<file path="src/design/gdp_pkg.sv">
package gdp_pkg;
   // Clock and bus timing.
   localparam int CLK_MHZ       = 200;
   localparam int T_SETTLE_NS   = 2000;
   localparam int SETTLE_CYC    = (T_SETTLE_NS * CLK_MHZ + 999) / 1000;
   localparam int T_FLASH_MS    = 100;
   localparam int FLASH_CYC     = T_FLASH_MS * CLK_MHZ * 1000;
   localparam int SW_SETTLE_CYC = 4;

   // Address switches and defaults.
   localparam logic [4:0] ADDR_DEFAULT = 5'h06;
   localparam logic [4:0] ADDR_CTRL    = 5'h00;

   // Register byte offsets on the Wishbone slave.
   localparam logic [7:0] A_STAT  = 8'h00;
   localparam logic [7:0] A_TXD   = 8'h04;
   localparam logic [7:0] A_DSTAT = 8'h08;
   localparam logic [7:0] A_STB   = 8'h0c;
   localparam int         A_SLOT_BIT = 7;
   localparam int         TXD_EOI = 8;

   // Status byte bits.
   localparam int STB_RSV = 6;
   localparam int STB_ERR = 0;

   // Bus commands sent under attention, seven bits.
   localparam logic [6:0] CMD_GTL = 7'h01;
   localparam logic [6:0] CMD_SDC = 7'h04;
   localparam logic [6:0] CMD_GET = 7'h08;
   localparam logic [6:0] CMD_LLO = 7'h11;
   localparam logic [6:0] CMD_DCL = 7'h14;
   localparam logic [6:0] CMD_SPE = 7'h18;
   localparam logic [6:0] CMD_SPD = 7'h19;
   localparam logic [6:0] CMD_UNL = 7'h3f;
   localparam logic [1:0] GRP_LISTEN = 2'h1;
   localparam logic [1:0] GRP_TALK   = 2'h2;

   // Command parser characters and categories.
   localparam int          NUM_CAT   = 26;
   localparam logic [25:0] CAT_VALID = 26'h3ffffff;
   localparam logic [7:0]  CH_A      = 8'h41;
   localparam logic [7:0]  CH_Z      = 8'h5a;
   localparam logic [7:0]  CH_LA     = 8'h61;
   localparam logic [7:0]  CH_LZ     = 8'h7a;
   localparam logic [7:0]  CH_CASE   = 8'h20;
   localparam logic [7:0]  CH_CR     = 8'h0d;
   localparam logic [7:0]  CH_LF     = 8'h0a;
   localparam logic [7:0]  CH_SP     = 8'h20;

   // Synchroniser vector layout (all bits true-level).
   localparam int P_DIO = 0;
   localparam int P_SW  = 8;
   localparam int P_DAV = 16;
   localparam int P_RFD = 17;
   localparam int P_DAC = 18;
   localparam int P_EOI = 19;
   localparam int P_ATN = 20;
   localparam int P_IFC = 21;
   localparam int P_REN = 22;
   localparam int P_BTN = 23;
   localparam int NPIN  = 24;

   typedef enum logic [2:0] {AH_IDLE = 3'b001, AH_READY = 3'b010, AH_HOLD = 3'b100} gdp_ah_e;
   typedef enum logic [3:0] {SH_IDLE = 4'b0001, SH_SETTLE = 4'b0010, SH_WAIT = 4'b0100, SH_DAV = 4'b1000} gdp_sh_e;
   typedef enum logic [3:0] {TO_IDLE = 4'b0001, TO_MEAS = 4'b0010, TO_SEND = 4'b0100, TO_FLASH = 4'b1000} gdp_to_e;
endpackage

</file>
<file path="src/design/gdp_port.sv">
`timescale 1ns/10ps
// What this block does
// - Switch one on gives addressable, controller-driven operation.
// - Address is sum of OFF switches 4-8.
// - Default address six; address zero never used.
// - Switch one off at power-up: talker-only, talk lit.
// - Talker-only: press measures, sends, flashes listen.
// - Invalid command not executed; error bit set.
// - Command letters accepted in either case.
// - One slot per category; last one wins.
// - Full source handshake when sending bytes.
// - Full acceptor handshake when receiving bytes.
// - Drive data only when talk-addressed or talker-only.
// - Accept device data only when listen-addressed.
// - Can request service on the request line.
// - No parallel poll response.
// - Remote and local; remote indicator while remote.
// - Device clear restores default settings.
// - Bus trigger starts a measurement.
// - No controller, primary addressing only.
// - Listen lit receiving, talk lit transmitting.
// - Lockout disables buttons and lights indicator.
// - Reading detailed status clears error bit.
module gdp_port #(
   parameter int FLASH_CYCLES = gdp_pkg::FLASH_CYC
) (
   input  wire logic        clock,
   input  wire logic        rst_n,
   input  wire logic        wb_cyc,
   input  wire logic        wb_stb,
   input  wire logic        wb_we,
   input  wire logic [7:0]  wb_adr,
   input  wire logic [3:0]  wb_sel,
   input  wire logic [31:0] wb_dat_w,
   output logic      [31:0] wb_dat_r,
   output logic             wb_ack,
   input  wire logic [7:0]  dio_in,
   output logic      [7:0]  dio_out,
   output logic      [7:0]  dio_oe,
   input  wire logic        dav_n_in,
   output logic             dav_n_out,
   output logic             dav_n_oe,
   input  wire logic        nrfd_n_in,
   output logic             nrfd_n_out,
   output logic             nrfd_n_oe,
   input  wire logic        ndac_n_in,
   output logic             ndac_n_out,
   output logic             ndac_n_oe,
   input  wire logic        eoi_n_in,
   output logic             eoi_n_out,
   output logic             eoi_n_oe,
   input  wire logic        atn_n,
   input  wire logic        ifc_n,
   input  wire logic        ren_n,
   output logic             srq_n_out,
   output logic             srq_n_oe,
   input  wire logic [7:0]  cfg_sw,
   input  wire logic        button,
   output logic             meas_start,
   input  wire logic        meas_done,
   input  wire logic [7:0]  meas_data,
   output logic             led_remote,
   output logic             led_listen,
   output logic             led_talk,
   output logic             led_lockout,
   output logic             btn_enable
);
   import gdp_pkg::*;

   logic [NPIN-1:0] s1_ff, s2_ff, s3_ff, pin_ff;
   logic [2:0]      sw_cnt_ff;
   logic            cfg_done_ff, to_mode_ff;
   logic [4:0]      addr_ff;
   gdp_ah_e         ah_ff;
   gdp_sh_e         sh_ff;
   gdp_to_e         to_ff;
   logic [7:0]      rx_byte_ff;
   logic            rx_stb_ff, rx_atn_ff, rx_eoi_ff;
   logic            lad_ff, tad_ff, spe_ff, remote_ff, lockout_ff;
   logic [8:0]      settle_ff;
   logic [7:0]      tx_byte_ff;
   logic            tx_eoi_ff, tx_pend_ff, tx_poll_ff;
   logic [24:0]     flash_ff;
   logic            btn_prev_ff, meas_start_ff;
   logic [6:0]      stb_ff;
   logic [7:0]      err_char_ff;
   logic            phase_ff;
   logic [4:0]      cat_ff;
   logic [7:0]      slot_ff [NUM_CAT];
   logic            ack_ff;
   logic [31:0]     dat_r_ff;
   logic [31:0]     nxt_dat_r;

   logic dav_s, rfd_s, dac_s, atn_s, ifc_s, ren_s;
   logic [4:0] sw_addr;
   assign dav_s   = pin_ff[P_DAV];
   assign rfd_s   = pin_ff[P_RFD];
   assign dac_s   = pin_ff[P_DAC];
   assign atn_s   = pin_ff[P_ATN];
   assign ifc_s   = pin_ff[P_IFC];
   assign ren_s   = pin_ff[P_REN];
   assign sw_addr = ~{pin_ff[P_SW+3], pin_ff[P_SW+4], pin_ff[P_SW+5], pin_ff[P_SW+6], pin_ff[P_SW+7]};

   // Three-stage pin synchroniser; a bit changes once stages two and three agree.
   always_ff @(posedge clock or negedge rst_n) begin
      if (!rst_n) begin
         s1_ff  <= '0;
         s2_ff  <= '0;
         s3_ff  <= '0;
         pin_ff <= '0;
      end else begin
         s1_ff  <= {button, ~ren_n, ~ifc_n, ~atn_n, ~eoi_n_in, ~ndac_n_in, ~nrfd_n_in, ~dav_n_in, cfg_sw, ~dio_in};
         s2_ff  <= s1_ff;
         s3_ff  <= s2_ff;
         pin_ff <= (s2_ff & s3_ff) | (pin_ff & (s2_ff | s3_ff));
      end
   end

   // Mode and address are captured once after the synchroniser settles.
   // The filtered bits lag the third stage by one cycle, so the count covers four edges.
   always_ff @(posedge clock or negedge rst_n) begin
      if (!rst_n) begin
         sw_cnt_ff   <= '0;
         cfg_done_ff <= 1'b0;
         to_mode_ff  <= 1'b0;
         addr_ff     <= ADDR_DEFAULT;
      end else if (!cfg_done_ff) begin
         sw_cnt_ff <= sw_cnt_ff + 3'h1;
         if (sw_cnt_ff == 3'(SW_SETTLE_CYC)) begin
            cfg_done_ff <= 1'b1;
            to_mode_ff  <= ~pin_ff[P_SW];
            addr_ff     <= (sw_addr == ADDR_CTRL) ? ADDR_DEFAULT : sw_addr;
         end
      end
   end

   // Acceptor takes part during attention or when listen-addressed.
   logic ah_act;
   assign ah_act = cfg_done_ff & ~to_mode_ff & (atn_s | lad_ff) & (sh_ff == SH_IDLE);

   // Acceptor handshake; a byte is latched when data valid is seen ready.
   always_ff @(posedge clock or negedge rst_n) begin
      if (!rst_n) begin
         ah_ff      <= AH_IDLE;
         rx_byte_ff <= '0;
         rx_stb_ff  <= 1'b0;
         rx_atn_ff  <= 1'b0;
         rx_eoi_ff  <= 1'b0;
      end else begin
         rx_stb_ff <= 1'b0;
         case (ah_ff)
            AH_IDLE: if (ah_act && !dav_s) ah_ff <= AH_READY;
            AH_READY: begin
               if (!ah_act) begin
                  ah_ff <= AH_IDLE;
               end else if (dav_s) begin
                  ah_ff      <= AH_HOLD;
                  rx_byte_ff <= pin_ff[P_DIO+:8];
                  rx_atn_ff  <= atn_s;
                  rx_eoi_ff  <= pin_ff[P_EOI];
                  rx_stb_ff  <= 1'b1;
               end
            end
            AH_HOLD: if (!dav_s) ah_ff <= AH_READY;
            default: ah_ff <= AH_IDLE;
         endcase
      end
   end

   // Command decode; primary addressing only, nothing extended.
   logic [6:0] cmd;
   logic atn_cmd, is_mla, is_mta, is_unl, is_ota, dat_stb, dev_clr, got_get;
   assign cmd     = rx_byte_ff[6:0];
   assign atn_cmd = rx_stb_ff & rx_atn_ff & ~to_mode_ff;
   assign is_mla  = atn_cmd & (cmd == {GRP_LISTEN, addr_ff});
   assign is_mta  = atn_cmd & (cmd == {GRP_TALK, addr_ff});
   assign is_unl  = atn_cmd & (cmd == CMD_UNL);
   assign is_ota  = atn_cmd & (cmd[6:5] == GRP_TALK) & ~is_mta;
   assign dat_stb = rx_stb_ff & ~rx_atn_ff & lad_ff;
   assign dev_clr = (atn_cmd & (cmd == CMD_DCL)) | (atn_cmd & lad_ff & (cmd == CMD_SDC));
   assign got_get = atn_cmd & lad_ff & (cmd == CMD_GET);

   // Listen and talk address state; interface clear drops both.
   always_ff @(posedge clock or negedge rst_n) begin
      if (!rst_n) begin
         lad_ff <= 1'b0;
         tad_ff <= 1'b0;
         spe_ff <= 1'b0;
      end else if (ifc_s) begin
         lad_ff <= 1'b0;
         tad_ff <= 1'b0;
         spe_ff <= 1'b0;
      end else begin
         if (is_mla) lad_ff <= 1'b1;
         else if (is_unl) lad_ff <= 1'b0;
         if (is_mta) tad_ff <= 1'b1;
         else if (is_ota) tad_ff <= 1'b0;
         if (atn_cmd && cmd == CMD_SPE) spe_ff <= 1'b1;
         else if (atn_cmd && cmd == CMD_SPD) spe_ff <= 1'b0;
      end
   end

   // Remote and lockout follow the remote enable line.
   always_ff @(posedge clock or negedge rst_n) begin
      if (!rst_n) begin
         remote_ff  <= 1'b0;
         lockout_ff <= 1'b0;
      end else if (!ren_s) begin
         remote_ff  <= 1'b0;
         lockout_ff <= 1'b0;
      end else begin
         if (is_mla) remote_ff <= 1'b1;
         else if (atn_cmd && lad_ff && cmd == CMD_GTL) remote_ff <= 1'b0;
         if (atn_cmd && cmd == CMD_LLO) lockout_ff <= 1'b1;
      end
   end

   // Parser: category letter then option, either case, one slot per category.
   logic [7:0] lc;
   logic [7:0] cat_off;
   logic is_let, is_sep, parse_err;
   assign lc        = (rx_byte_ff >= CH_A && rx_byte_ff <= CH_Z) ? (rx_byte_ff | CH_CASE) : rx_byte_ff;
   assign is_let    = (lc >= CH_LA) && (lc <= CH_LZ);
   assign cat_off   = lc - CH_LA;
   assign is_sep    = (lc == CH_CR) || (lc == CH_LF) || (lc == CH_SP);
   assign parse_err = dat_stb & ~phase_ff & ~is_sep & ~(is_let && CAT_VALID[cat_off[4:0]]);

   always_ff @(posedge clock or negedge rst_n) begin
      if (!rst_n) begin
         phase_ff    <= 1'b0;
         cat_ff      <= '0;
         err_char_ff <= '0;
         for (int i = 0; i < NUM_CAT; i++) slot_ff[i] <= '0;
      end else if (dev_clr) begin
         phase_ff <= 1'b0;
         for (int i = 0; i < NUM_CAT; i++) slot_ff[i] <= '0;
      end else if (dat_stb) begin
         if (parse_err) begin
            err_char_ff <= rx_byte_ff;
         end else if (!phase_ff && !is_sep) begin
            cat_ff   <= cat_off[4:0];
            phase_ff <= ~rx_eoi_ff;
         end else if (phase_ff) begin
            slot_ff[cat_ff] <= lc;
            phase_ff        <= 1'b0;
         end
      end
   end

   // Talker-only sequence: press, measure, send, flash listen.
   logic btn_rise, talk_ok, tx_done;
   assign btn_rise = pin_ff[P_BTN] & ~btn_prev_ff & ~lockout_ff;
   assign talk_ok  = to_mode_ff | (tad_ff & ~atn_s);
   assign tx_done  = (sh_ff == SH_DAV) & ~dac_s;

   always_ff @(posedge clock or negedge rst_n) begin
      if (!rst_n) begin
         to_ff         <= TO_IDLE;
         flash_ff      <= '0;
         btn_prev_ff   <= 1'b0;
         meas_start_ff <= 1'b0;
      end else begin
         btn_prev_ff   <= pin_ff[P_BTN];
         meas_start_ff <= got_get | (to_mode_ff & (to_ff == TO_IDLE) & btn_rise);
         case (to_ff)
            TO_IDLE: if (to_mode_ff && btn_rise) to_ff <= TO_MEAS;
            TO_MEAS: if (meas_done) to_ff <= TO_SEND;
            TO_SEND: if (tx_done) begin
               to_ff    <= TO_FLASH;
               flash_ff <= '0;
            end
            TO_FLASH: begin
               flash_ff <= flash_ff + 25'h1;
               if (flash_ff == 25'(FLASH_CYCLES - 1)) to_ff <= TO_IDLE;
            end
            default: to_ff <= TO_IDLE;
         endcase
      end
   end

   // Transmit byte holder, loaded by software, serial poll or measurement.
   logic wb_req, wb_wr, wb_rd, poll_load;
   assign wb_req    = wb_cyc & wb_stb & ~ack_ff;
   assign wb_wr     = wb_cyc & wb_stb & ack_ff & wb_we & wb_sel[0]; // Lands at the edge the master sees ack.
   assign wb_rd     = wb_req & ~wb_we;
   assign poll_load = spe_ff & tad_ff & ~atn_s & ~tx_pend_ff;

   always_ff @(posedge clock or negedge rst_n) begin
      if (!rst_n) begin
         tx_byte_ff <= '0;
         tx_eoi_ff  <= 1'b0;
         tx_pend_ff <= 1'b0;
         tx_poll_ff <= 1'b0;
      end else if (dev_clr || ifc_s) begin
         tx_pend_ff <= 1'b0;
      end else if (tx_done) begin
         tx_pend_ff <= 1'b0;
      end else if (!tx_pend_ff) begin
         if (to_mode_ff && to_ff == TO_MEAS && meas_done) begin
            tx_byte_ff <= meas_data;
            tx_eoi_ff  <= 1'b1;
            tx_pend_ff <= 1'b1;
            tx_poll_ff <= 1'b0;
         end else if (poll_load) begin
            tx_byte_ff <= {1'b0, stb_ff};
            tx_eoi_ff  <= 1'b0;
            tx_pend_ff <= 1'b1;
            tx_poll_ff <= 1'b1;
         end else if (wb_wr && wb_adr == A_TXD && !spe_ff && !to_mode_ff) begin
            tx_byte_ff <= wb_dat_w[7:0];
            tx_eoi_ff  <= wb_dat_w[TXD_EOI];
            tx_pend_ff <= 1'b1;
            tx_poll_ff <= 1'b0;
         end
      end
   end

   // Source handshake: settle, wait all ready, assert valid, wait accepted.
   always_ff @(posedge clock or negedge rst_n) begin
      if (!rst_n) begin
         sh_ff     <= SH_IDLE;
         settle_ff <= '0;
      end else if (!talk_ok) begin
         sh_ff <= SH_IDLE;
      end else begin
         case (sh_ff)
            SH_IDLE: if (tx_pend_ff) begin
               sh_ff     <= SH_SETTLE;
               settle_ff <= '0;
            end
            SH_SETTLE: begin
               settle_ff <= settle_ff + 9'h1;
               if (settle_ff == 9'(SETTLE_CYC - 1)) sh_ff <= SH_WAIT;
            end
            SH_WAIT: if (!rfd_s && dac_s) sh_ff <= SH_DAV;
            SH_DAV: if (!dac_s) sh_ff <= SH_IDLE;
            default: sh_ff <= SH_IDLE;
         endcase
      end
   end

   // Status byte: software bits and request, error bit set by bad commands.
   logic dstat_rd;
   assign dstat_rd = wb_rd & (wb_adr == A_DSTAT);
   always_ff @(posedge clock or negedge rst_n) begin
      if (!rst_n) begin
         stb_ff <= '0;
      end else begin
         if (wb_wr && wb_adr == A_STB) stb_ff[5:1] <= wb_dat_w[5:1];
         if (wb_wr && wb_adr == A_STB && wb_dat_w[STB_RSV]) stb_ff[STB_RSV] <= 1'b1;
         else if (tx_done && tx_poll_ff) stb_ff[STB_RSV] <= 1'b0;
         if (parse_err) stb_ff[STB_ERR] <= 1'b1;
         else if (dstat_rd) stb_ff[STB_ERR] <= 1'b0;
      end
   end

   // Wishbone read data; unmapped addresses read as zero.
   always_comb begin
      nxt_dat_r = '0;
      if (wb_adr[A_SLOT_BIT]) begin
         if (wb_adr[6:2] < 5'(NUM_CAT)) nxt_dat_r[7:0] = slot_ff[wb_adr[6:2]];
      end else begin
         case (wb_adr)
            A_STAT:  nxt_dat_r[13:0] = {to_ff == TO_IDLE, tx_pend_ff, spe_ff, tad_ff, lad_ff,
                                        lockout_ff, remote_ff, to_mode_ff, cfg_done_ff, addr_ff};
            A_TXD:   nxt_dat_r[TXD_EOI:0] = {tx_eoi_ff, tx_byte_ff};
            A_DSTAT: nxt_dat_r[8:0] = {err_char_ff, stb_ff[STB_ERR]};
            A_STB:   nxt_dat_r[6:0] = stb_ff;
            default: nxt_dat_r = '0;
         endcase
      end
   end

   // Acknowledge one cycle after the request; data registered with it.
   always_ff @(posedge clock or negedge rst_n) begin
      if (!rst_n) begin
         ack_ff   <= 1'b0;
         dat_r_ff <= '0;
      end else begin
         ack_ff <= wb_req;
         if (wb_rd) dat_r_ff <= nxt_dat_r;
      end
   end

   // Pin drivers: open drain, enable pulls the line to its true level.
   logic drive;
   assign drive = (sh_ff != SH_IDLE);
   for (genvar i = 0; i < 8; i++) begin : g_dio
      assign dio_oe[i] = drive & tx_byte_ff[i];
   end
   assign dio_out     = '0;
   assign dav_n_out   = 1'b0;
   assign dav_n_oe    = (sh_ff == SH_DAV);
   assign eoi_n_out   = 1'b0;
   assign eoi_n_oe    = drive & tx_eoi_ff;
   assign nrfd_n_out  = 1'b0;
   assign nrfd_n_oe   = (ah_ff == AH_HOLD);
   assign ndac_n_out  = 1'b0;
   assign ndac_n_oe   = (ah_ff == AH_READY);
   assign srq_n_out   = 1'b0;
   assign srq_n_oe    = stb_ff[STB_RSV];
   assign wb_ack      = ack_ff;
   assign wb_dat_r    = dat_r_ff;
   assign meas_start  = meas_start_ff;
   assign led_remote  = remote_ff;
   assign led_listen  = lad_ff | (to_ff == TO_FLASH);
   assign led_talk    = to_mode_ff | tad_ff;
   assign led_lockout = lockout_ff;
   assign btn_enable  = ~lockout_ff;
endmodule

</file>
<file path="config.mk">
export PLATFORM = sky130hd
export DESIGN_NAME = gdp_port
export DESIGN_NICKNAME = d
export VERILOG_FILES = /design/src/design/gdp_pkg.sv /design/src/design/gdp_port.sv
export SDC_FILE = /design/constraint.sdc
export NUM_CORES = 1
export LEC_CHECK = 0
export BUFFER_PORTS_ARGS = -buffer_cell sky130_fd_sc_hd__buf_4
export CORE_ASPECT_RATIO = 1.2
export CORE_MARGIN = 4
export CORE_UTILIZATION = 45
export DETAILED_ROUTE_END_ITERATION = 6
export PLACE_DENSITY_LB_ADDON = 0.12
export SKIP_LAST_GASP = 1
export SYNTH_ARGS = -nofsm -noshare
export SYNTH_HDL_FRONTEND = slang
export SYNTH_SLANG_ARGS = --single-unit
</file>
<file path="constraint.sdc">
create_clock -name clock -period 5.95 [get_ports clock]
set_clock_uncertainty 0.15 [all_clocks]
set_input_delay 0.2975 -clock clock [delete_from_list [all_inputs] [get_ports clock]]
set_output_delay 0.2975 -clock clock [all_outputs]
set_load 0.01 [all_outputs]
</file>
[Yosys cells after proc, flatten, opt, wreduce, memory -nomap -nowiden]
Memory sizes are Yosys's and may differ from the RTL's.
Index checks and enable logic that the tools add are counted.
Word-level totals
  bits in registers: 442
  latch bits: 0
  RAM bits: 0
  bits in read-only memories: 32
  bits of input ports: 82
  logic and storage cells: 345
  memories: 1
Operators by class
  add/subtract/negate cells: 4
  multipliers: 0
  divide/modulo/power cells: 0
  magnitude comparators: 9
  equality and inequality tests: 48
  shift operators: 0
  muxes and demuxes: 82
  bitwise logic cells: 85
  reductions and logical operators: 54
Memories
  (no name shown): words 32, bits a word 1, rd ports 1, clocked after Yosys merged registers in 0, write ports 0, RTL line gdp_port.sv:226  | assign parse_err = dat_stb & ~phase_ff & ~is_sep & ~(is_let && CAT_VALID[cat_off[4:0]]);
Operators with widths (count)
  2-to-1 mux 208 bit: 5
  bitwise mux 208 bit: 1
  2-to-1 mux 8 bit: 8
  one-hot mux 25 bit (2 select lines): 1
  AND 24 bit: 2
  bitwise OR 24 bit: 2
  AND 1 bit: 44
  binary-select mux 8 bit (select 5 bit): 1
  demux 8 bit (select 5 bit): 1
  2-to-1 mux 1 bit: 40
  2-to-1 mux 4 bit: 9
  equality test 8 x 4 -> 1 bit, second input constant: 4
  one-hot mux 4 bit (4 select lines): 2
  equality test 7 x 5 -> 1 bit, second input constant: 4
  one-hot mux 7 bit (4 select lines): 1
  inverter 1 bit: 27
  adder 25 x 1 -> 25 bit, second input constant: 1
  equality test 25 bit, second input constant: 1
  2-to-1 mux 25 bit: 1
  logical AND 1 bit: 21
  AND reduction 4 bit: 5
  one-hot mux 9 bit (2 select lines): 1
  greater-or-equal comparator 8 x 7 -> 1 bit, second input constant: 2
  less-or-equal comparator 8 x 7 -> 1 bit, second input constant: 2
  other kinds (47): 96

[Longest topological paths before layout]
Gate-level depths: netlist of the first run.
  depth in word-level cells: 13
  depth in mapped cells: 10

[Least setup slack after synthesis of the first run]
Ideal clock, no wire load.
  path kind: register -> register
  start point: register rx_byte_ff[0]
  end point: register tx_byte_ff[0]
  setup time: 0.125 ns
  arrival time: 2.327 ns
  data required time: 5.675 ns
  path slack: 3.348 ns
  stages on the path, launching flop included: 10
  path buffers: 2
  clock period less this slack: 2.602 ns
  cells stage by stage: dfrtp_1 clkbuf_1 inv_1 ha_1 o211ai_1 or4b_1 clkbuf_1 and2_4 o311ai_4 mux2_2
Between the ends
  longest elaborated chain between the ends: 6
RTL lines
  from (decl): RTL line gdp_port.sv:77  | logic [7:0] rx_byte_ff;
  from (signal assigned): RTL line gdp_port.sv:158  | rx_byte_ff <= pin_ff[P_DIO+:8];
  equality test 7 x 5 -> 1 bit / equality test 7 x 3 -> 1 bit (equally long branches): RTL line gdp_port.sv:180  | assign dev_clr = (atn_cmd & (cmd == CMD_DCL)) | (atn_cmd & lad_ff & (cmd == CMD_SDC));
  AND 1 bit: RTL line gdp_port.sv:180
  bitwise OR 1 bit *: RTL line gdp_port.sv:180
  logical OR 1 bit *: RTL line gdp_port.sv:294  | end else if (dev_clr || ifc_s) begin
  inverter 1 bit (no line) *
  AND reduction 4 bit (no line) *
  to (signal assigned): RTL line gdp_port.sv:300  | tx_byte_ff <= meas_data;
  to (signal assigned): RTL line gdp_port.sv:305  | tx_byte_ff <= {1'b0, stb_ff};
  to (signal assigned): RTL line gdp_port.sv:310  | tx_byte_ff <= wb_dat_w[7:0];
  to (decl): RTL line gdp_port.sv:81  | logic [7:0] tx_byte_ff;
Mark *: on every way between the ends. The rest lies on a longest branch, timed or not.
A chain may end at the register's enable or synchronous reset.

[Worst setup path after layout of the first run]
  start point: register rx_byte_ff[1]
  end point: register slot_ff[23] (netlist name)
Between the ends
  longest elaborated chain between the ends: 11
RTL lines
  branches (longest 11 deep; another with greater-or-equal comparator 8 x 7 -> 1 bit)
  to (signal, indexed assignment): RTL line gdp_port.sv:244  | slot_ff[cat_ff] <= lc;
  to (decl): RTL line gdp_port.sv:89  | logic [7:0] slot_ff [NUM_CAT];
Several ways; the timed one is not identified. The select of a mux whose other input is x is not followed.

==> impl_metrics.json, run 1 <==
{
  "track_usage_pct": 21.1,
  "slowest_stage": "or4b_4",
  "cts_tree": "done",
  "clockRootBuffer": "clkbuf_16",
  "synthCells": 1831,
  "cellPowerDensity_nw_per_um2": 291,
  "slew_headroom_pct": 17.3,
  "cp-start-kind": "register",
  "drt_wl_total_um": 47700,
  "rsz0062_at_grt": "no",
  "vias_per_cell": 5.46,
  "antenna_cells": 0,
  "ys_seq_area_share_pct": 55.0,
  "holdCritPathClass": "in2reg",
  "antenna_found_initial": 0,
  "gp_congestion": 0.844,
  "finalCritPeriodShare_pct": 55.1,
  "slew_violations": 0,
  "cts_num_sinks": 416,
  "tightest_slew_ns": 1.23,
  "dpl-instance-area_um2": 19800,
  "finalPower_w": 0.00633,
  "avgRoutedWirePerCell_um": 19.3,
  "crit_type": "reg2reg",
  "cp_slowest_stage_delay_ns": 0.58,
  "peakVddDrop_mv": 0.234,
  "netlist_area_um2": 18900,
  "synth_warnings": 0,
  "core_um2": 41700,
  "detail-route-antenna-nets": 0,
  "die_w_um": 195,
  "setup_violations": 0,
  "crit-reg2reg-launch": "rx_byte_ff[1]$_DFFE_PN0P_",
  "layout-drive-gt1-share_pct": 14.9,
  "grt_max_degree": 211,
  "multi_input_comb_area_um2": 7740,
  "whs_ns": 0.0426,
  "path_cells": "buf_4, inv_1, ha_1, o211ai_1, or4b_4, buf_12, nand3_1, o21ai_0",
  "crit_path_start": "rx_byte_ff[1]$_DFFE_PN0P_",
  "synth_flop_cell": "dfrtp_1",
  "start_util_pct": 45.5,
  "ys_ff_latch": 416,
  "layout_common_cells": "nand2_1, dfrtp_1, o21ai_0",
  "htree_levels": 2,
  "synth_area_per_cell_um2": 10.3,
  "fmax_ghz": 0.305,
  "arrival_ns": 3.57,
  "critPathBufInv": 3,
  "postCtsSetupBuffers": 0,
  "clk_pin_slew_worst_paths_ns": 0.07,
  "die_area_um2": 45500,
  "io_pins": 147,
  "register_area_um2": 10400,
  "status": "finished, final reports clean",
  "worstHoldStart": "wb_dat_w[7]",
  "cts_buffer_depth": 3,
  "insertion_delay_ns": 0.57,
  "fin_crit_ns": 3.28,
  "setup_tns_ns": 0,
  "fp-row-count": 82,
  "hpwlAfterDp_um": 29900,
  "async_flop_share_pct": 100,
  "die_height_um": 233,
  "cap_viol_max_count": 0,
  "path_max_fanout": 210,
  "post-route-util_pct": 52.2,
  "portBuffers": 87,
  "cp.required_ns": 6.24,
  "end_kind": "register",
  "crit_family": "buffers and inverters",
  "final-hold-violation-count": 0,
  "remaining_drc_errors": 0,
  "synth.distinct_cells": 77,
  "drtPass1Iterations": 5,
  "areaGrowthSynthToFinish_pct": 14.8,
  "fin_nets": 1986,
  "grt_pass1_vias": 13276,
  "cts_buffers": 44,
  "synth_edf_count": 0,
  "routed-via-count": 13512,
  "postLayoutCellArea_um2": 21800,
  "grt_pass1_wl_um": 76500,
  "dr.first_iter.drc_count": 897,
  "layout_commonest_cell": "nand2_1",
  "cts_resized": 0,
  "overflow": 0,
  "p_leak_nw": 9.52,
  "fill_cells": 3764
}
repair_timing:
item / CTS / global route
endpoints found under the hold margin: 139 / 0
hold buffers: 42 / 0
setup endpoints to repair: 0 / 0
tightest hold or removal path: cells and delay by family:
family | cells | cell delay (ns)
simple gates | 1 | 0.12
compound gates | 1 | 0.11
buf+inv | 1 | 0.10
mux | 1 | 0.07
synth_stat cells (all sizes together) (5+ instances only):
| library cell | count | area share, % |
|---|---|---|
| nor3b | 5 | 0.20 |
| nor2b | 15 | 0.50 |
| a22o | 7 | 0.32 |
| dfstp | 5 | 0.69 |
| clkbuf | 78 | 1.5 |
| nand2b | 5 | 0.17 |
| mux4 | 45 | 5.3 |
| and2 | 5 | 0.18 |
| o21ai | 228 | 6.0 |
| mux2 | 37 | 2.2 |
| nand3b | 12 | 0.48 |
| nor4 | 7 | 0.23 |
| nor3 | 11 | 0.32 |
| nand3 | 79 | 2.1 |
| buf | 76 | 2.5 |
| ha | 8 | 0.53 |
| inv | 36 | 0.71 |
| xnor2 | 7 | 0.32 |
| dfrtp | 411 | 54 |
| nand4 | 15 | 0.50 |
| or3b | 5 | 0.23 |
| nor4b | 8 | 0.45 |
| nand2 | 430 | 8.5 |
| mux2i | 67 | 3.5 |
| a21oi | 34 | 0.92 |
| or2 | 10 | 0.33 |
| a2111oi | 7 | 0.32 |
| o22ai | 9 | 0.30 |
| and3 | 11 | 0.36 |
| nor2 | 63 | 1.5 |
| a22oi | 15 | 0.59 |
| maj3 | 22 | 1.2 |
per-layer routing:
metal	vias up	GRT usage [%]	routed length, µm
li1	6383	-	-
met2	321	32.9	22000
met3	74	3.32	2390
met4	0	7.05	1380
met5	-	0	0
met1	6734	30.6	22000
kinds of logic after synthesis:
family / after synthesis / share of synthesized area (%)
xor+xnor: 11 / 0.508
flops: 416 / 55.0
fa+ha+maj: 30 / 1.69
simple gates: 693 / 16.6
mux: 149 / 11.1
other cells: 1 / 0.0198
buf+inv: 192 / 4.81
compound gates: 339 / 10.3
report_power, final:
part | total [W] | switching (W) | internal (W)
Sequential | 0.00301 | 0.0000881 | 0.00292
Clock | 0.00294 | 0.00114 | 0.00180
Combinational | 0.000387 | 0.000216 | 0.000171
sequential cells by signal, summed over array words and instances, names as in the netlist, 9 cells and up:
signal,count
slot_ff,208
flash_ff,25
pin_ff,22
s1_ff,22
s2_ff,22
s3_ff,22
wb_dat_r,14
settle_ff,9
through the flow:
stage                     worst slack (ns)  std cells
after global routing                  2.60       2476
after global placement                2.80       2354
final                                 2.67       2476
after CTS                             2.76       2476
after floorplan                       3.35       1861
after detailed placement              2.79       2354
path summary, 6_finish.rpt:
kind,slack [ns],end,cells past startpoint
worst min register to register,0.19,s2_ff[12]$_DFF_PN0_,0
max in group asynchronous,4.00,slot_ff[178]$_DFFE_PN0P_,3
worst min-delay path,0.04,tx_byte_ff[7]$_DFFE_PN0P_,4
worst max register to register,2.67,slot_ff[23]$_DFFE_PN0P_,8
min in group asynchronous,0.22,s1_ff[17]$_DFF_PN0_,2
worst max-delay path,2.67,slot_ff[23]$_DFFE_PN0P_,8
area by class of cell:
cell class	count	area share (%)
Inverter	38	0.656
Clock inverter	19	1.41
Multi-Input combinational cell	1253	35.6
Clock buffer	61	5.68
Tap cell	546	3.14
Timing Repair Buffer	143	5.62
Sequential cell	416	47.9
No activity file was read; power rests on OpenSTA's default activity.
==> run 2, diff against run 1 <==
==> constraint.sdc (replaced) <==
create_clock -name clock -period 3.2 [get_ports clock]
set_clock_uncertainty 0.15 [all_clocks]
set_input_delay 0.16 -clock clock [delete_from_list [all_inputs] [get_ports clock]]
set_output_delay 0.16 -clock clock [all_outputs]
set_load 0.01 [all_outputs]
==> run 2 against run 1 <==
  * Utilization grew 1.0 points
  * Die area unchanged
  * Critical path type unchanged
  * Sequential power up 85%
  * Highest routed layer unchanged
==> impl_metrics.json, run 2 (same netlist as run 1, synthesis figures left out) <==
{
  "core_um2": 41700,
  "regMostFlops": "slot_ff",
  "top_regs": "slot_ff (208), flash_ff (25)",
  "dr.first_iter.drc_count": 1002,
  "r2r_cells": 6,
  "layout_common_cells": "nand2_1, dfrtp_1, o21ai_0",
  "path_cells": "nor2b_1, and3_1, mux2i_1, o21ai_0, dlygate4sd3_1, mux2_2",
  "r2r_end": "tx_byte_ff[0]$_DFFE_PN0P_",
  "register_area_um2": 10400,
  "slowest_stage": "and3_1",
  "cts_num_sinks": 416,
  "clockRootBuffer": "clkbuf_16",
  "track_usage_pct": 21.6,
  "routed-via-count": 13807,
  "fill_cells": 3725,
  "largest_register_ffs": 208,
  "portBuffers": 87,
  "status": "finished, final reports clean",
  "cp-start-kind": "register",
  "cellPowerDensity_nw_per_um2": 536,
  "p_leak_nw": 9.79,
  "cts_buffer_depth": 3,
  "overflow": 0,
  "postLayoutCellArea_um2": 22200,
  "layout_commonest_cell": "nand2_1",
  "start_util_pct": 45.5,
  "holdCritPathClass": "in2async",
  "insertion_delay_ns": 0.57,
  "slew_headroom_pct": 34.4,
  "post-route-util_pct": 53.3,
  "clk_pin_slew_worst_paths_ns": 0.06,
  "die_w_um": 195,
  "fin_nets": 2030,
  "crit_type": "reg2reg",
  "vias_per_cell": 5.47,
  "postCtsSetupBuffers": 0,
  "setup_violations": 0,
  "gp_congestion": 0.901,
  "slew_violations": 0,
  "io_pins": 147,
  "critPathBufInv": 1,
  "finalCritPeriodShare_pct": 87.6,
  "drtPass1Iterations": 5,
  "drt_wl_total_um": 48800,
  "antenna_found_initial": 0,
  "path_max_fanout": 12,
  "rsz0062_at_grt": "no",
  "fmax_ghz": 0.357,
  "hpwlAfterDp_um": 31300,
  "cts_buffers": 45,
  "end_kind": "register",
  "grt_max_degree": 211,
  "grt_pass1_vias": 13697,
  "fin_crit_ns": 2.80,
  "dpl-instance-area_um2": 20100,
  "cp.required_ns": 3.52,
  "crit_family": "simple AND/OR/NAND/NOR gates",
  "die_area_um2": 45500,
  "fp-row-count": 82,
  "antenna_cells": 0,
  "grt_pass1_wl_um": 78600,
  "remaining_drc_errors": 0,
  "peakVddDrop_mv": 0.384,
  "cts_tree": "done",
  "path_depth": 6,
  "cts_resized": 0,
  "dp_cells": 2393,
  "layout-drive-gt1-share_pct": 17.0,
  "multi_input_comb_area_um2": 7740,
  "reg2reg_slack_ns": 0.40,
  "cp_slowest_stage_delay_ns": 0.66,
  "instances_no_fill": 2522,
  "die_height_um": 233,
  "tightest_slew_ns": 0.984,
  "cap_viol_max_count": 0,
  "setup_tns_ns": 0,
  "arrival_ns": 3.12,
  "htree_levels": 2,
  "detail-route-antenna-nets": 0,
  "crit-reg2reg-launch": "tad_ff$_DFFE_PN0P_",
  "areaGrowthSynthToFinish_pct": 17.1,
  "final-hold-violation-count": 0,
  "finalPower_w": 0.0119,
  "avgRoutedWirePerCell_um": 19.3
}
## run 2: per-stage QoR
step / hold slack, ns / setup WS [ns]
5_1_grt: 0.0607 / 0.261
4_1_cts: 0.0465 / 0.445
2_1_floorplan: -0.286 / 0.598
6_report: 0.0694 / 0.397
3_3_place_gp: 0.107 / 0.552
3_5_place_dp: 0.115 / 0.541
## run 2: what timing repair did
item | 4_1_cts | 5_1_grt
setup endpoints to repair | 0 | 0
hold buffers | 46 | 0
endpoints found under the hold margin | 141 | 0
## run 2: worst max path at each step
stage	from	to	slack, ns
global placement	wb_adr[2]	wb_dat_r[4]$_DFFE_PN0P_	0.55
CTS	tad_ff$_DFFE_PN0P_	tx_byte_ff[0]$_DFFE_PN0P_	0.44
detailed placement	wb_adr[2]	wb_dat_r[7]$_DFFE_PN0P_	0.54
finish	tad_ff$_DFFE_PN0P_	tx_byte_ff[0]$_DFFE_PN0P_	0.40
floorplan	rx_byte_ff[0]$_DFFE_PN0P_	tx_byte_ff[0]$_DFFE_PN0P_	0.60
global route	tad_ff$_DFFE_PN0P_	tx_byte_ff[0]$_DFFE_PN0P_	0.26
## run 2: power breakdown
part	total, W	switching, W	internal [W]
registers	0.00558	0.000157	0.00543
clock network	0.00556	0.00215	0.00341
logic	0.000750	0.000416	0.000334
total	0.0119	0.00273	0.00917
## run 2: area by class of cell
type,instances,share of cell area (%)
clock buffer,66,6.26
clock inverter,17,1.02
inverter,38,0.643
multi-input combinational,1253,34.9
sequential,416,47.0
tap,546,3.08
timing repair buffer,186,7.13
## run 2: layer usage
metal	track usage (%)	up-vias	share of wire [%]
li1	-	6492	-
met1	31.2	6861	46
met2	34.4	373	47
met3	3.29	81	5.0
met4	6.18	0	2.7
met5	0	-	0
## run 2: worst register-to-register path, delay by kind of cell, from the launching register on
| family | cells | cell delay (ns) |
|---|---|---|
| compound gates | 1 | 0.09 |
| mux | 2 | 0.51 |
| buf+inv | 1 | 0.58 |
| simple gates | 2 | 0.95 |
| flops | 1 | 0.42 |
==> run 3, diff against run 2 <==
--- a/config.mk
+++ b/config.mk
@@ -10,7 +10,7 @@
 export CORE_MARGIN = 4
 export CORE_UTILIZATION = 45
 export DETAILED_ROUTE_END_ITERATION = 6
-export PLACE_DENSITY_LB_ADDON = 0.12
+export PLACE_DENSITY_LB_ADDON = 0.3
 export SKIP_LAST_GASP = 1
 export SYNTH_ARGS = -nofsm -noshare
 export SYNTH_HDL_FRONTEND = slang
==> constraint.sdc (replaced) <==
create_clock -name clock -period 2.53 [get_ports clock]
set_clock_uncertainty 0.15 [all_clocks]
set_input_delay 0.1265 -clock clock [delete_from_list [all_inputs] [get_ports clock]]
set_output_delay 0.1265 -clock clock [all_outputs]
set_load 0.01 [all_outputs]
==> run 3 against run 2 <==
  * The flow now finishes with violations (design-rule violations, negative setup slack)
  * Combinational power increased by 30%
  * Critical path depth increased by 1
  * Routed wire length decreased by 2.6%
  * Utilization increased by 0.16 points
  * Worst setup slack got worse by 0.46 ns
  * Maximum frequency increased by 7.9%
  * Non-clock buffer count increased by 27
  * Clock power increased by 11%
  * First-iteration DRC count decreased by 0.20%
  * Register-to-register slack got worse by 0.46 ns
  * Cell count increased by 0.79%
  * Critical path type unchanged
==> impl_metrics.json, run 3 (same netlist as run 1, synthesis figures left out) <==
{
  "status": "complete, but fails checks",
  "violations": "design-rule violations, negative setup slack",
  "clk_pin_slew_worst_paths_ns": 0.06,
  "final-hold-violation-count": 0,
  "postLayoutCellArea_um2": 22200,
  "track_usage_pct": 20.9,
  "areaGrowthSynthToFinish_pct": 17.4,
  "clockRootBuffer": "clkbuf_16",
  "rsz0062_at_grt": "yes",
  "cellPowerDensity_nw_per_um2": 638,
  "slew_headroom_pct": 26.8,
  "htree_levels": 2,
  "detail-route-antenna-nets": 0,
  "cts_num_sinks": 416,
  "worst_slack_ns": -0.0669,
  "regMostFlops": "slot_ff",
  "finalPower_w": 0.0142,
  "path_max_fanout": 210,
  "cts_buffers": 44,
  "die_w_um": 195,
  "top_regs": "slot_ff (208), flash_ff (25)",
  "fmax_ghz": 0.385,
  "cts_buffer_depth": 3,
  "antenna_found_initial": 0,
  "routed-via-count": 14040,
  "start_util_pct": 45.5,
  "io_pins": 147,
  "insertion_delay_ns": 0.55,
  "cts_tree": "done",
  "p_leak_nw": 9.83,
  "largest_register_ffs": 208,
  "fp-row-count": 82,
  "grt_pass1_wl_um": 77000,
  "fill_cells": 3640,
  "layout_commonest_cell": "nand2_1",
  "avgRoutedWirePerCell_um": 18.7,
  "remaining_drc_errors": 2,
  "hpwlAfterDp_um": 31900,
  "slew_violations": 0,
  "setup_violations": 44,
  "tightest_slew_ns": 1.10,
  "crit_type": "reg2reg",
  "vias_per_cell": 5.52,
  "grt_max_degree": 211,
  "drtPass1Iterations": 7,
  "gp_congestion": 0.856,
  "cp.required_ns": 2.78,
  "overflow": 0,
  "dr.first_iter.drc_count": 1000,
  "die_height_um": 233,
  "cap_viol_max_count": 0,
  "core_um2": 41700,
  "holdCritPathClass": "in2async",
  "cp-start-kind": "register",
  "drt_wl_total_um": 47500,
  "end_kind": "register",
  "fin_crit_ns": 2.60,
  "layout_common_cells": "nand2_1, dfrtp_1, o21ai_0",
  "dpl-instance-area_um2": 20400,
  "antenna_cells": 0,
  "arrival_ns": 2.85,
  "finalCritPeriodShare_pct": 103,
  "die_area_um2": 45500,
  "fin_nets": 2056,
  "grt_pass1_vias": 14080,
  "layout-drive-gt1-share_pct": 17.5,
  "peakVddDrop_mv": 0.567,
  "portBuffers": 87
}
[run 3: changes by cell type in the layout (fill, tap and decap cells not counted), sizes merged]
| cell | before | now |
|---|---|---|
| bufinv | 5 | 1 |
| clkinv | 10 | 8 |
| clkinvlp | 3 | 0 |
| buf | 140 | 167 |
| clkbuf | 66 | 69 |
| inv | 37 | 36 |
[run 3: path summary, 6_finish.rpt]
path,cells after the start,endpoint,start,slack (ns)
max in group asynchronous,3,addr_ff[1]$_DFFE_PN1P_,rst_n,1.36
hold reg to reg,0,s2_ff[12]$_DFF_PN0_,s1_ff[12]$_DFF_PN0_,0.19
setup reg to reg,7,slot_ff[145]$_DFFE_PN0P_,rx_byte_ff[0]$_DFFE_PN0P_,-0.07
min in group clock,5,wb_dat_r[0]$_DFFE_PN0P_,wb_cyc,0.08
hold / removal,2,settle_ff[3]$_DFFE_PN0P_,rst_n,0.03
setup / recovery,7,slot_ff[145]$_DFFE_PN0P_,rx_byte_ff[0]$_DFFE_PN0P_,-0.07
[run 3: cell type report]
cell class | count | area (µm²) | area share, %
Timing Repair Buffer | 213 | 1870 | 8.41
Sequential cell | 416 | 10400 | 46.8
Multi-Input combinational cell | 1253 | 7770 | 34.9
Clock inverter | 7 | 60.1 | 0.270
Tap cell | 546 | 683 | 3.07
Clock buffer | 69 | 1310 | 5.87
Inverter | 38 | 143 | 0.641
[run 3: per-stage QoR]
step	hold slack, ns	TNS (ns)	setup WS (ns)	utilization, %	cells
detailed placement	0.0117	0	0.0716	49.0	2420
global route	0.0752	-0.0188	-0.0188	53.4	2542
floorplan	-0.319	0	0.00397	-	1861
finish	0.0264	-1.20	-0.0669	53.4	2542
CTS	0.0394	0	0.0755	53.4	2542
global placement	0.0129	0	0.124	49.0	2420
[run 3: power by group]
| part | switching, W | internal [W] | total (W) |
|---|---|---|---|
| clock network | 0.00253 | 0.00362 | 0.00616 |
| logic | 0.000529 | 0.000445 | 0.000974 |
| registers | 0.000192 | 0.00687 | 0.00706 |
[run 3: worst max-delay path, stage by stage (launching register included)]
cell,delay (ns)
dfrtp_1,0.40
inv_2,0.07
ha_2,0.23
o211ai_1,0.10
or4b_4,0.57
buf_12,0.24
nand3_1,0.28
o21ai_0,0.11
[run 3: what timing repair did]
| item | CTS | global route |
|---|---|---|
| endpoints found under the setup margin | 1 | 7 |
| setup buffers | 0 | 0 |
| gates resized for setup | 1 | 4 |
| hold buffers | 46 | 0 |
| endpoints found under the hold margin | 443 | 0 |
[run 3: routing by layer]
metal | global-route usage, % | vias up | routed length, µm
met5 | 0 | - | 0
met4 | 5.70 | 0 | 1190
met3 | 3.40 | 81 | 2880
met2 | 35.1 | 432 | 23100
met1 | 28.6 | 6988 | 20300
li1 | - | 6539 | -
